`config.mk`:
```
export PLATFORM = sky130hd
export DESIGN_NAME = pbmux_top
export DESIGN_NICKNAME = d
export VERILOG_FILES = /design/src/design/pbmux_pkg.sv /design/src/design/pbmux_strap_sel.sv /design/src/design/pbmux_pin_cell.sv /design/src/design/pbmux_top.sv
export VERILOG_INCLUDE_DIRS = /design/src /design/src/design
export SDC_FILE = /design/constraint.sdc
export NUM_CORES = 1
export LEC_CHECK = 0
export BUFFER_PORTS_ARGS = -buffer_cell sky130_fd_sc_hd__buf_2
export CAP_MARGIN = 15
export CORE_MARGIN = 3
export CORE_UTILIZATION = 30
export DETAILED_ROUTE_END_ITERATION = 8
export MAX_ROUTING_LAYER = met4
export SKIP_LAST_GASP = 1
export SYNTH_ARGS = -nofsm -noshare
export SYNTH_HDL_FRONTEND = slang
export SYNTH_SLANG_ARGS = --single-unit
```
`constraint.sdc`:
```
create_clock -name clk_i -period 2 [get_ports clk_i]
set_clock_uncertainty 0.15 [all_clocks]
set_input_delay 0.2 -clock clk_i [delete_from_list [all_inputs] [get_ports clk_i]]
set_output_delay 0.2 -clock clk_i [all_outputs]
set_load 0.03 [all_outputs]
```
`src/design/pbmux_consts.svh`:
```
// constants for the port B address and clock pin multiplexer
`ifndef PBMUX_CONSTS_SVH
`define PBMUX_CONSTS_SVH

// word register offsets (byte addresses)
`define PBMUX_OFF_DATA_OUT 5'h00
`define PBMUX_OFF_DIRECTION 5'h04
`define PBMUX_OFF_PERIPH_EN 5'h08
`define PBMUX_OFF_PULLUP_EN 5'h0C
`define PBMUX_OFF_CLK_OUT_SEL 5'h10
`define PBMUX_OFF_BUS_CTRL 5'h14
`define PBMUX_OFF_PIN_IN 5'h18
`define PBMUX_OFF_STATUS 5'h1C

// field positions
`define PBMUX_BUS_DRIVE_HOLD_BIT 0
`define PBMUX_STAT_ADDR_DEFAULT_BIT 0
`define PBMUX_STAT_INIT_DONE_BIT 1
`define PBMUX_LOW_PIN_TOP 3
`define PBMUX_HIGH_PIN_BASE 4

// reset values
`define PBMUX_RST_DATA_OUT 8'h00
`define PBMUX_RST_DIRECTION 8'h00
`define PBMUX_RST_PERIPH_EN 8'hFF
`define PBMUX_RST_PULLUP_EN 8'hFF
`define PBMUX_RST_CLK_OUT_SEL 4'h0
`define PBMUX_RST_BUS_DRIVE_HOLD 1'b0
`define PBMUX_LOW_GPIO_ALL 4'hF
`define PBMUX_LOW_ADDR_ALL 4'h0

`endif

```
`src/design/pbmux_pkg.sv`:
```
// types shared by the port B pin multiplexer files
`default_nettype none
package pbmux_pkg;

  // start-up sequence, gray coded along the path
  typedef enum logic [1:0] {
    PBMUX_INIT_WAIT = 2'b00,
    PBMUX_INIT_LOAD = 2'b01,
    PBMUX_INIT_RUN = 2'b11
  } pbmux_init_t;

  typedef logic [7:0] pbmux_byte_t;

endpackage : pbmux_pkg
`default_nettype wire

```
`src/design/pbmux_strap_sel.sv`:
```
// captures the boot straps and derives the reset function of pins 0 to 3
`timescale 1ns/1ps
`default_nettype none
module pbmux_strap_sel
  import pbmux_pkg::*;
(
  input wire logic clk_i,
  input wire logic rst_i,
  input wire logic capture_i,
  input wire logic boot_from_external_strap_i,
  input wire logic external_bus_mode_strap_i,
  input wire logic flash_secure_i,
  output logic addr_default_o
);
  // straps are caught one cycle after reset release, never by the reset itself
  always_ff @(posedge clk_i)
  begin
    if (rst_i)
    begin
      addr_default_o <= 1'b0;
    end
    else if (capture_i)
    begin
      // a secured part only exposes the address bus when booting externally
      addr_default_o <= boot_from_external_strap_i |
                        (external_bus_mode_strap_i & ~flash_secure_i);
    end
  end
endmodule : pbmux_strap_sel
`default_nettype wire

```
`src/design/pbmux_pin_cell.sv`:
```
// one port B pin: function select, registered drive, pull-up
`timescale 1ns/1ps
`default_nettype none
module pbmux_pin_cell
  import pbmux_pkg::*;
(
  input wire logic clk_i,
  input wire logic rst_i,
  input wire logic gpio_en_i,
  input wire logic dir_out_i,
  input wire logic dout_i,
  input wire logic clk_sel_i,
  input wire logic addr_i,
  input wire logic clk_mon_i,
  input wire logic addr_drive_i,
  input wire logic pullup_en_i,
  output logic pin_out_o,
  output logic pin_oe_o,
  output logic pin_pullup_o
);
  always_ff @(posedge clk_i)
  begin
    if (rst_i)
    begin
      pin_out_o <= 1'b0;
      pin_oe_o <= 1'b0;
    end
    else if (gpio_en_i)
    begin
      pin_out_o <= dout_i;
      pin_oe_o <= dir_out_i;
    end
    else if (clk_sel_i)
    begin
      pin_out_o <= clk_mon_i;
      pin_oe_o <= 1'b1;
    end
    else
    begin
      pin_out_o <= addr_i;
      pin_oe_o <= addr_drive_i;
    end
  end

  // pull-up stays on through reset
  always_ff @(posedge clk_i)
  begin
    if (rst_i)
    begin
      pin_pullup_o <= 1'b1;
    end
    else
    begin
      pin_pullup_o <= pullup_en_i;
    end
  end
endmodule : pbmux_pin_cell
`default_nettype wire

```
`src/design/pbmux_top.sv`:
```
// port B address / clock monitor pin multiplexer with wishbone registers
// How it works
// - every pin selectable as GPIO input or output
// - pins 0-3 carry A16-A19, 4-7 carry A20-A23
// - idle bus tri-states address unless drive held
// - low pins reset function from straps and security
// - peripheral enable write overrides low pin function
// - pull-up off when its enable bit cleared
// - pins 4-7 show prescaler, system, system2, oscillator clocks
// - pins 4-7 reset to GPIO function
// - clearing enable bit hands only that pin over
// - clock select picks address or clock monitor
//
// Decided for this implementation: register access over Wishbone and the register addresses.
`timescale 1ns/1ps
`default_nettype none
`include "pbmux_consts.svh"
module pbmux_top
  import pbmux_pkg::*;
#(
  parameter int PIN_COUNT = 8
)
(
  input wire logic clk_i,
  input wire logic rst_i,
  // wishbone classic slave
  input wire logic wb_cyc_i,
  input wire logic wb_stb_i,
  input wire logic wb_we_i,
  input wire logic [4:0] wb_adr_i,
  input wire logic [3:0] wb_sel_i,
  input wire logic [31:0] wb_dat_i,
  output logic [31:0] wb_dat_o,
  output logic wb_ack_o,
  // straps and security
  input wire logic boot_from_external_strap_i,
  input wire logic external_bus_mode_strap_i,
  input wire logic flash_secure_i,
  // external memory interface side
  input wire logic [7:0] ext_addr_hi_i,
  input wire logic ext_bus_active_i,
  input wire logic [3:0] ext_ctrl_i,
  output logic [3:0] ext_ctrl_o,
  output logic ext_ctrl_oe_o,
  // clocks offered for monitoring
  input wire logic prescaler_clock_i,
  input wire logic system_clock_out_i,
  input wire logic system_clock_second_i,
  input wire logic oscillator_clock_i,
  // port B pins
  input wire pbmux_pkg::pbmux_byte_t port_b_pins_in_i,
  output pbmux_pkg::pbmux_byte_t port_b_pins_out_o,
  output pbmux_pkg::pbmux_byte_t port_b_pins_oe_o,
  output pbmux_pkg::pbmux_byte_t port_b_pins_pullup_o
);
  import pbmux_pkg::*;

  // ****************************************
  // register state
  // ****************************************
  pbmux_byte_t data_out_reg;
  pbmux_byte_t direction_reg;
  pbmux_byte_t port_b_peripheral_enable_reg;
  pbmux_byte_t port_b_pullup_enable_reg;
  logic [3:0] clock_output_select_reg;
  logic bus_drive_hold_reg;
  pbmux_byte_t pin_in_reg;
  pbmux_init_t init_reg;
  pbmux_init_t init_next;
  logic addr_default;
  logic bus_drive;
  logic wb_req;
  logic wr_en;
  logic [3:0] clk_mon;
  logic [7:0] clk_sel;
  logic [31:0] rd_next;
  logic [31:0] rd_word;

  // ****************************************
  // start-up sequence
  // ****************************************
  always_comb
  begin
    init_next = init_reg;
    case (init_reg)
      PBMUX_INIT_WAIT: init_next = PBMUX_INIT_LOAD;
      PBMUX_INIT_LOAD: init_next = PBMUX_INIT_RUN;
      PBMUX_INIT_RUN: init_next = PBMUX_INIT_RUN;
      default: init_next = PBMUX_INIT_WAIT;
    endcase
  end

  always_ff @(posedge clk_i)
  begin
    if (rst_i)
    begin
      init_reg <= PBMUX_INIT_WAIT;
    end
    else
    begin
      init_reg <= init_next;
    end
  end

  pbmux_strap_sel u_strap_sel (
    .clk_i(clk_i),
    .rst_i(rst_i),
    .capture_i(init_reg == PBMUX_INIT_WAIT),
    .boot_from_external_strap_i(boot_from_external_strap_i),
    .external_bus_mode_strap_i(external_bus_mode_strap_i),
    .flash_secure_i(flash_secure_i),
    .addr_default_o(addr_default)
  );

  // ****************************************
  // wishbone slave
  // ****************************************
  // one wait state: ack rises the edge after the request is seen
  assign wb_req = wb_cyc_i & wb_stb_i & ~wb_ack_o;
  assign wr_en = wb_req & wb_we_i & wb_sel_i[0];

  always_ff @(posedge clk_i)
  begin
    if (rst_i)
    begin
      wb_ack_o <= 1'b0;
    end
    else
    begin
      wb_ack_o <= wb_req;
    end
  end

  always_comb
  begin
    rd_next = 32'h0000_0000;
    case (wb_adr_i)
      `PBMUX_OFF_DATA_OUT: rd_next[7:0] = data_out_reg;
      `PBMUX_OFF_DIRECTION: rd_next[7:0] = direction_reg;
      `PBMUX_OFF_PERIPH_EN: rd_next[7:0] = port_b_peripheral_enable_reg;
      `PBMUX_OFF_PULLUP_EN: rd_next[7:0] = port_b_pullup_enable_reg;
      `PBMUX_OFF_CLK_OUT_SEL: rd_next[3:0] = clock_output_select_reg;
      `PBMUX_OFF_BUS_CTRL: rd_next[`PBMUX_BUS_DRIVE_HOLD_BIT] = bus_drive_hold_reg;
      `PBMUX_OFF_PIN_IN: rd_next[7:0] = pin_in_reg;
      `PBMUX_OFF_STATUS:
      begin
        rd_next[`PBMUX_STAT_ADDR_DEFAULT_BIT] = addr_default;
        rd_next[`PBMUX_STAT_INIT_DONE_BIT] = (init_reg == PBMUX_INIT_RUN);
      end
      default: rd_next = 32'h0000_0000;
    endcase
  end

  // unmapped offsets answer with zero; read data is held between accesses
  always_ff @(posedge clk_i)
  begin
    if (rst_i)
    begin
      rd_word <= 32'h0000_0000;
    end
    else if (wb_req & ~wb_we_i)
    begin
      rd_word <= rd_next;
    end
  end

  assign wb_dat_o = rd_word;

  // ****************************************
  // software registers
  // ****************************************
  // data and direction
  always_ff @(posedge clk_i)
  begin
    if (rst_i)
    begin
      data_out_reg <= `PBMUX_RST_DATA_OUT;
      direction_reg <= `PBMUX_RST_DIRECTION;
    end
    else if (wr_en && wb_adr_i == `PBMUX_OFF_DATA_OUT)
    begin
      data_out_reg <= wb_dat_i[7:0];
    end
    else if (wr_en && wb_adr_i == `PBMUX_OFF_DIRECTION)
    begin
      direction_reg <= wb_dat_i[7:0];
    end
  end

  // software write beats the strap default
  always_ff @(posedge clk_i)
  begin
    if (rst_i)
    begin
      port_b_peripheral_enable_reg <= `PBMUX_RST_PERIPH_EN;
    end
    else if (wr_en && wb_adr_i == `PBMUX_OFF_PERIPH_EN)
    begin
      port_b_peripheral_enable_reg <= wb_dat_i[7:0];
    end
    else if (init_reg == PBMUX_INIT_LOAD)
    begin
      port_b_peripheral_enable_reg[`PBMUX_LOW_PIN_TOP:0] <=
        addr_default ? `PBMUX_LOW_ADDR_ALL : `PBMUX_LOW_GPIO_ALL;
    end
  end

  always_ff @(posedge clk_i)
  begin
    if (rst_i)
    begin
      port_b_pullup_enable_reg <= `PBMUX_RST_PULLUP_EN;
    end
    else if (wr_en && wb_adr_i == `PBMUX_OFF_PULLUP_EN)
    begin
      port_b_pullup_enable_reg <= wb_dat_i[7:0];
    end
  end

  always_ff @(posedge clk_i)
  begin
    if (rst_i)
    begin
      clock_output_select_reg <= `PBMUX_RST_CLK_OUT_SEL;
      bus_drive_hold_reg <= `PBMUX_RST_BUS_DRIVE_HOLD;
    end
    else if (wr_en && wb_adr_i == `PBMUX_OFF_CLK_OUT_SEL)
    begin
      clock_output_select_reg <= wb_dat_i[3:0];
    end
    else if (wr_en && wb_adr_i == `PBMUX_OFF_BUS_CTRL)
    begin
      bus_drive_hold_reg <= wb_dat_i[`PBMUX_BUS_DRIVE_HOLD_BIT];
    end
  end

  // input sampling, also in alternate modes
  always_ff @(posedge clk_i)
  begin
    if (rst_i)
    begin
      pin_in_reg <= 8'h00;
    end
    else
    begin
      pin_in_reg <= port_b_pins_in_i;
    end
  end

  // ****************************************
  // pin multiplexing
  // ****************************************
  // address lines float while the bus idles, unless held
  assign bus_drive = bus_drive_hold_reg | ext_bus_active_i;

  // clock order on pins 4 to 7
  assign clk_mon = {oscillator_clock_i, system_clock_second_i,
                    system_clock_out_i, prescaler_clock_i};
  // only the high pins have a clock choice
  assign clk_sel = {clock_output_select_reg, 4'h0};

  genvar gi;
  generate
    for (gi = 0; gi < PIN_COUNT; gi++)
    begin : g_pin
      // each pin steered by its own enable bit
      pbmux_pin_cell u_cell (
        .clk_i(clk_i),
        .rst_i(rst_i),
        .gpio_en_i(port_b_peripheral_enable_reg[gi]),
        .dir_out_i(direction_reg[gi]),
        .dout_i(data_out_reg[gi]),
        .clk_sel_i(clk_sel[gi]),
        .addr_i(ext_addr_hi_i[gi]),
        .clk_mon_i((gi >= `PBMUX_HIGH_PIN_BASE) ? clk_mon[gi % 4] : 1'b0),
        .addr_drive_i(bus_drive),
        .pullup_en_i(port_b_pullup_enable_reg[gi]),
        .pin_out_o(port_b_pins_out_o[gi]),
        .pin_oe_o(port_b_pins_oe_o[gi]),
        .pin_pullup_o(port_b_pins_pullup_o[gi])
      );
    end
  endgenerate

  // control strobes share the idle tri-state
  always_ff @(posedge clk_i)
  begin
    if (rst_i)
    begin
      ext_ctrl_o <= 4'h0;
      ext_ctrl_oe_o <= 1'b0;
    end
    else
    begin
      ext_ctrl_o <= ext_ctrl_i;
      ext_ctrl_oe_o <= bus_drive;
    end
  end

  // ****************************************
  // assertions
  // ****************************************
  // output driver
  gpio_out_drive_a: assert property (@(posedge clk_i) disable iff (rst_i)
    port_b_peripheral_enable_reg[0] && direction_reg[0]
    |=> port_b_pins_oe_o[0] && port_b_pins_out_o[0] == $past(data_out_reg[0]))
    else $error("gpio output pin not driven with data");

  gpio_input_float_a: assert property (@(posedge clk_i) disable iff (rst_i)
    (port_b_peripheral_enable_reg & ~direction_reg) != 8'h00
    |=> ((port_b_pins_oe_o & $past(port_b_peripheral_enable_reg & ~direction_reg)) == 8'h00))
    else $error("gpio input pin is driving");

  addr_line_map_a: assert property (@(posedge clk_i) disable iff (rst_i)
    !port_b_peripheral_enable_reg[5] && !clock_output_select_reg[1]
    |=> port_b_pins_out_o[5] == $past(ext_addr_hi_i[5]))
    else $error("pin 5 does not carry address line 21");

  addr_idle_float_a: assert property (@(posedge clk_i) disable iff (rst_i)
    !port_b_peripheral_enable_reg[0] && !bus_drive_hold_reg && !ext_bus_active_i
    |=> !port_b_pins_oe_o[0] && !ext_ctrl_oe_o)
    else $error("address pin driven while bus idle");

  strap_default_a: assert property (@(posedge clk_i) disable iff (rst_i)
    $past(init_reg == PBMUX_INIT_WAIT) && init_reg == PBMUX_INIT_LOAD
    && !(wr_en && wb_adr_i == `PBMUX_OFF_PERIPH_EN)
    |=> port_b_peripheral_enable_reg[3:0] ==
        (($past(boot_from_external_strap_i, 2) |
          ($past(external_bus_mode_strap_i, 2) & ~$past(flash_secure_i, 2)))
         ? 4'h0 : 4'hF))
    else $error("low pins not loaded from straps");

  periph_write_a: assert property (@(posedge clk_i) disable iff (rst_i)
    wr_en && wb_adr_i == `PBMUX_OFF_PERIPH_EN
    |=> port_b_peripheral_enable_reg == $past(wb_dat_i[7:0]))
    else $error("peripheral enable write lost");

  pullup_follow_a: assert property (@(posedge clk_i) disable iff (rst_i)
    1'b1 |=> port_b_pins_pullup_o == $past(port_b_pullup_enable_reg))
    else $error("pull-up does not follow its enable");

  clk_monitor_a: assert property (@(posedge clk_i) disable iff (rst_i)
    !port_b_peripheral_enable_reg[7] && clock_output_select_reg[3]
    |=> port_b_pins_oe_o[7] && port_b_pins_out_o[7] == $past(oscillator_clock_i))
    else $error("pin 7 not showing oscillator clock");

  high_gpio_reset_a: assert property (@(posedge clk_i)
    $past(rst_i) && !rst_i |-> port_b_peripheral_enable_reg[7:4] == 4'hF)
    else $error("high pins not gpio after reset");

  clk_sel_addr_a: assert property (@(posedge clk_i) disable iff (rst_i)
    !port_b_peripheral_enable_reg[4] && !clock_output_select_reg[0]
    |=> port_b_pins_out_o[4] == $past(ext_addr_hi_i[4])
        && port_b_pins_oe_o[4] == $past(bus_drive))
    else $error("pin 4 not on address with clock select off");

  // wishbone ack is a single cycle
  wb_ack_pulse_a: assert property (@(posedge clk_i) disable iff (rst_i)
    wb_ack_o |=> !wb_ack_o)
    else $error("ack held longer than one cycle");

endmodule : pbmux_top
`default_nettype wire

```
Word level (Yosys, flattened, before mapping)
Cells that the tools add are included.
{ "totals": {"output_inout_bits": 62, "inputBits": 74, "ff_bits": 86} }
{ "op_classes": {"n_reduce_logical": 12, "bitwise": 13, "eq_ne": 9, "muxes": 32} }
{ "ops": {"columns": ["op", "count"], "rows": [
  ["$mux 1", 24],
  ["$eq 5x5->1 const B", 4],
  ["$pmux 4 s5", 1],
  ["$mux 4", 3],
  ["$pmux 2 s6", 1],
  ["$eq 5x4->1 const B", 2],
  ["$pmux 1 s8", 1],
  ["$pmux 1 s7", 1],
  ["$and 1x1->1", 6],
  ["$logic_and 1x1->1", 6],
  ["$eq 5x3->1 const B", 1],
  ["$logic_not 5->1", 1],
  ["$not 1->1", 5],
  ["$pmux 2 s2", 1],
  ["$reduce_and 2->1", 2],
  ["$eq 2x1->1 const B", 1],
  ["$eq 2x2->1 const B", 1],
  ["$logic_not 2->1", 1],
  ["$or 1x1->1", 2],
  ["$reduce_bool 2->1", 1],
  ["$reduce_or 2->1", 1]
]} }

Depth between registers and ports, before layout
{ "logic_depth": {"word_depth": 7, "ltp_mapped": 7, "depth_no_buf": 4} }

Modules after synthesis
A second synthesis with hierarchy kept.
{ "unflattened": {"hier_cells": 380, "hier_area_um2": 3821.2} }
{ "by_module_without_submodules": {"columns": ["mod", "seq_area_each_um2", "n_inst", "area_per_inst_um2", "cells_per_inst"], "rows": [
  ["pbmux_top", 1221.2, 1, 2857.7, 287],
  ["pbmux_pin_cell", 60.1, 8, 115.1, 11],
  ["pbmux_strap_sel", 20.0, 1, 42.5, 5]
]} }

Worst setup path after synthesis
OpenSTA, ideal clock, no wires.
{ "synth_timing": {"path_type": "register to register", "start": "register wb_ack_o", "end": "register direction_reg[1]", "required_ns": 1.722, "path_slack_ns": -0.097, "path_stages_with_launch": 5, "t_arrival_ns": 1.819, "setup_time_ns": 0.128, "path_cell_list": "dfxtp_1 nand3b_1 nor4_4 mux2i_1 nor2_1"} }
{ "synth_via": {"elab_chain_cells": 7, "elab_cells_between_ends": 8, "classes_between": "5 x bitwise; 3 x reduce/logical"} }
{ "synth_lines": {"columns": ["element", "line_no", "source"], "rows": [
  ["start, declared", "pbmux_top.sv:34", "output logic wb_ack_o,"],
  ["start signal, assigned", "pbmux_top.sv:130", "wb_ack_o <= wb_req;"],
  ["$not 1->1 (*)", "pbmux_top.sv:119", "assign wb_req = wb_cyc_i & wb_stb_i & ~wb_ack_o;"],
  ["$and 1x1->1 (*)", "pbmux_top.sv:119", null],
  ["$and 1x1->1 (*) (2 in series)", "pbmux_top.sv:120", "assign wr_en = wb_req & wb_we_i & wb_sel_i[0];"],
  ["$logic_and 1x1->1 (no line)", null, null],
  ["$not 1->1 (no line)", null, null],
  ["$reduce_and 2->1 (no line) (*)", null, null],
  ["end signal, assigned", "pbmux_top.sv:178", "direction_reg <= `PBMUX_RST_DIRECTION;"],
  ["end signal, assigned", "pbmux_top.sv:186", "direction_reg <= wb_dat_i[7:0];"],
  ["end, declared", "pbmux_top.sv:62", "pbmux_byte_t direction_reg;"]
]} }
Mark *: on every way between the ends. The rest lies on a longest branch, timed or not.
A chain may end at the register's enable or synchronous reset.

Final worst setup path
{ "layout_timing": {"start": "register wb_ack_o", "end": "register clock_output_select_reg[0]"} }
{ "layout_via": {"elab_chain_cells": 5} }
{ "layout_lines": {"columns": ["element", "line_no", "source"], "rows": [
  ["$not 1->1", "pbmux_top.sv:119", null],
  ["$and 1x1->1", "pbmux_top.sv:119", null],
  ["$and 1x1->1 (2 in series)", "pbmux_top.sv:120", null],
  ["$logic_and 1x1->1 (no line)", null, null],
  ["end signal, assigned", "pbmux_top.sv:224", "clock_output_select_reg <= `PBMUX_RST_CLK_OUT_SEL;"],
  ["end signal, assigned", "pbmux_top.sv:229", "clock_output_select_reg <= wb_dat_i[3:0];"],
  ["end, declared", "pbmux_top.sv:65", "logic [3:0] clock_output_select_reg;"]
]} }
No other way between the ends.

==> results.py <==
metrics = {
    "status": {
        "outcome": "complete, no violations",
    },
    "floorplan": {
        "die_x_um": 119,
        "die_h_um": 119,
        "io_pins": 136,
        "core_area_um2": 12300,
        "initial_core_util": 0.312,
        "dieArea_um2": 14100,
        "core.rowCount": 40,
    },
    "routing": {
        "dr_total_vias": 3015,
        "routed_wl_um": 9420,
        "routedWlPerCell_um": 13.9,
        "m1WireLength_um": 4450,
        "routed-wl-met2_um": 4270,
        "via_per_inst": 4.45,
        "drt_iter0_drc": 135,
        "wl_met3_um": 518,
        "top_layer": "met4",
        "drc": 0,
        "ant_nets": 0,
        "firstDrtPassIters": 4,
    },
    "pwr": {
        "p_total_mw": 3.65,
        "p_sw_frac": 0.253,
        "p_int_mw": 2.73,
        "comb_power_share": 0.102,
        "p_clk_frac": 0.417,
        "power.switching_uw": 924,
        "vdd_drop_max_mv": 0.467,
        "seq_power_share": 0.481,
        "power_density_nw_per_um2": 773,
        "p_leak_nw": 1.99,
    },
    "clock_tree": {
        "cts-root-buf": "clkbuf_16",
        "clock_path_buffers": 2,
        "cts_tree": "yes",
        "numClockSinks": 86,
        "cts_repair_resize_count": 0,
        "htreeDepth": 3,
        "clock_latency_ps": 350,
        "numCtsBuffers": 9,
        "cts_setup_buffers": 0,
        "cts.clk_slew.worst_paths_ps": 60,
    },
    "finish": {
        "mostFrequentLayoutCells": "dfxtp_1, buf_2, nor2_1, mux2i_1, a21oi_1",
        "nets": 578,
        "syn2layout_area_growth_pct": 23.5,
        "instances_no_fill": 677,
        "final_common_cell": "dfxtp_1",
        "n_antenna_cell": 0,
        "drive_above_1_share": 0.269,
        "fillers": 1242,
    },
    "synthesis": {
        "synthFlopType": "dfxtp_1",
        "async_flop_share": 0,
        "ys_seq_elements": 86,
        "synth_cell_types": 47,
        "ys_seq_area_frac": 0.450,
        "synth_cells": 414,
        "syn_area_per_cell_um2": 9.24,
        "syn_area_um2": 3830,
        "synth_edf_count": 0,
        "yosys_warnings": 0,
    },
    "place": {
        "dp.cells": 639,
        "io_buffers": 84,
        "hpwl_um": 6830,
        "place_congestion": 0.837,
    },
    "critical_path": {
        "cp.required_ps": 2080,
        "cp-start-kind": "flip-flop",
        "slowest_stage": "dfxtp_2",
        "timing.reg2reg.worst_path_depth": 6,
        "endpoint_kind": "flip-flop",
        "worstSetupPathType": "flip-flop to flip-flop",
        "arrival_ps": 1730,
        "worstSetupPathDepth": 6,
        "cp_slowest_stage_delay_ps": 320,
        "crit_chain": "nand3b_1 -> buf_4 -> nor4b_2 -> buf_4 -> mux2i_1 -> nor2_1",
        "cp_num_buf_inv": 2,
        "cpLargestDelayFamily": "simple AND/OR/NAND/NOR gates",
        "path_max_fanout": 7,
        "crit_top_cell": "buf_4",
    },
    "timing": {
        "min_period_over_period": 0.822,
        "clock.fmax_mhz": 608,
        "rsz0062_at_grt": "false",
        "setup_viol": 0,
        "hold_violations": 0,
        "slew_viol_final": 0,
        "fin_crit_ps": 1640,
        "tns_ps": 0,
    },
    "global_routing": {
        "grt_pass1_wl_um": 15400,
        "antenna_found_initial": 0,
        "grt_max_degree": 46,
        "grt_pass1_vias": 3029,
        "gr-total-overflow": 0,
        "gr-usage-all-layers": 0.141,
    },
    "worst_hold_path": {
        "min_path_type": "input pin to flip-flop",
        "whs_path_depth": 3,
    },
    "job": {
        "cap_viol_max_count": 0,
    },
}
repair_timing:
item	4_1_cts	5_1_grt
hold endpoints to repair	25	0
endpoints found under the setup margin	0	0
hold buffers	22	0
metal layers:
layer	vias up	track usage
met4	0	0.0543
met3	14	0.0394
met2	90	0.212
li1	1533	-
met1	1378	0.181
met5	-	-
metrics by stage:
| step | setup WS, ps | hold WS [ps] | cell area, µm² | utilization |
|---|---|---|---|---|
| floorplan | 26.6 | 168 | 3910 | - |
| global placement | 193 | 257 | 4240 | 0.346 |
| detailed placement | 155 | 266 | 4240 | 0.346 |
| CTS | 355 | 0.364 | 4730 | 0.386 |
| global route | 179 | 30.9 | 4730 | 0.386 |
| finish | 356 | 10.6 | 4730 | 0.386 |
path summary, 6_finish.rpt:
kind                                    start                         end  slack, ps
worst max-delay path                 wb_ack_o  clock_output_select_reg[0]        360
worst min-delay path              wb_dat_i[1]             data_out_reg[1]         10
worst max register to register       wb_ack_o  clock_output_select_reg[0]        360
worst min register to register  pin_in_reg[3]                 wb_dat_o[3]        290
area by class of cell:
class,instances,area (µm²),share of cell area
sequential,86,1720,0.364
multi-input combinational,275,1710,0.361
timing repair buffer,124,788,0.167
clock buffer,11,233,0.0492
tap,168,210,0.0445
clock inverter,5,35.0,0.00741
inverter,8,30.0,0.00635
power groups by stage:
stage	combinational (mW)	clock, mW	sequential [mW]
6_report	0.372	1.52	1.76
3_5_place_dp	0.337	0	1.80
2_1_floorplan	0.249	0	1.81
5_1_grt	0.404	1.65	1.76
3_3_place_gp	0.333	0	1.80
4_1_cts	0.372	1.58	1.76
synthesized netlist by cell type, types with 3 or more instances:
cell type | instances | area (µm²)
o21ai_1 | 4 | 20.0
a221oi_1 | 5 | 43.8
o21a_1 | 4 | 30.0
nor2b_1 | 18 | 113
mux2i_1 | 38 | 380
nand2b_1 | 4 | 25.0
mux2_2 | 3 | 33.8
inv_1 | 8 | 30.0
nand3_1 | 5 | 25.0
clkbuf_1 | 15 | 56.3
buf_4 | 48 | 360
or2_2 | 9 | 56.3
o22ai_1 | 3 | 18.8
nor2_1 | 74 | 278
nand3b_1 | 4 | 30.0
nor3_1 | 9 | 45.0
a21oi_1 | 32 | 160
nand2_1 | 7 | 26.3
nor4_4 | 4 | 85.1
dfxtp_1 | 86 | 1720
a211oi_1 | 4 | 30.0
cell families (layout without fill, tap and decap cells):
family / count (synthesis) / count (layout) / share of synthesized area
flops: 86 / 86 / 0.450
mux: 42 / 42 / 0.114
buf+inv: 76 / 148 / 0.126
other cells: 1 / 24 / 0.000980
simple gates: 144 / 144 / 0.201
compound gates: 65 / 65 / 0.107
worst register-to-register path, cell delays in order (launching register included):
cell,delay (ps)
dfxtp_2,320
nand3b_1,140
buf_4,190
nor4b_2,300
buf_4,190
mux2i_1,190
nor2_1,50
Power figures use the tool's default switching activity.
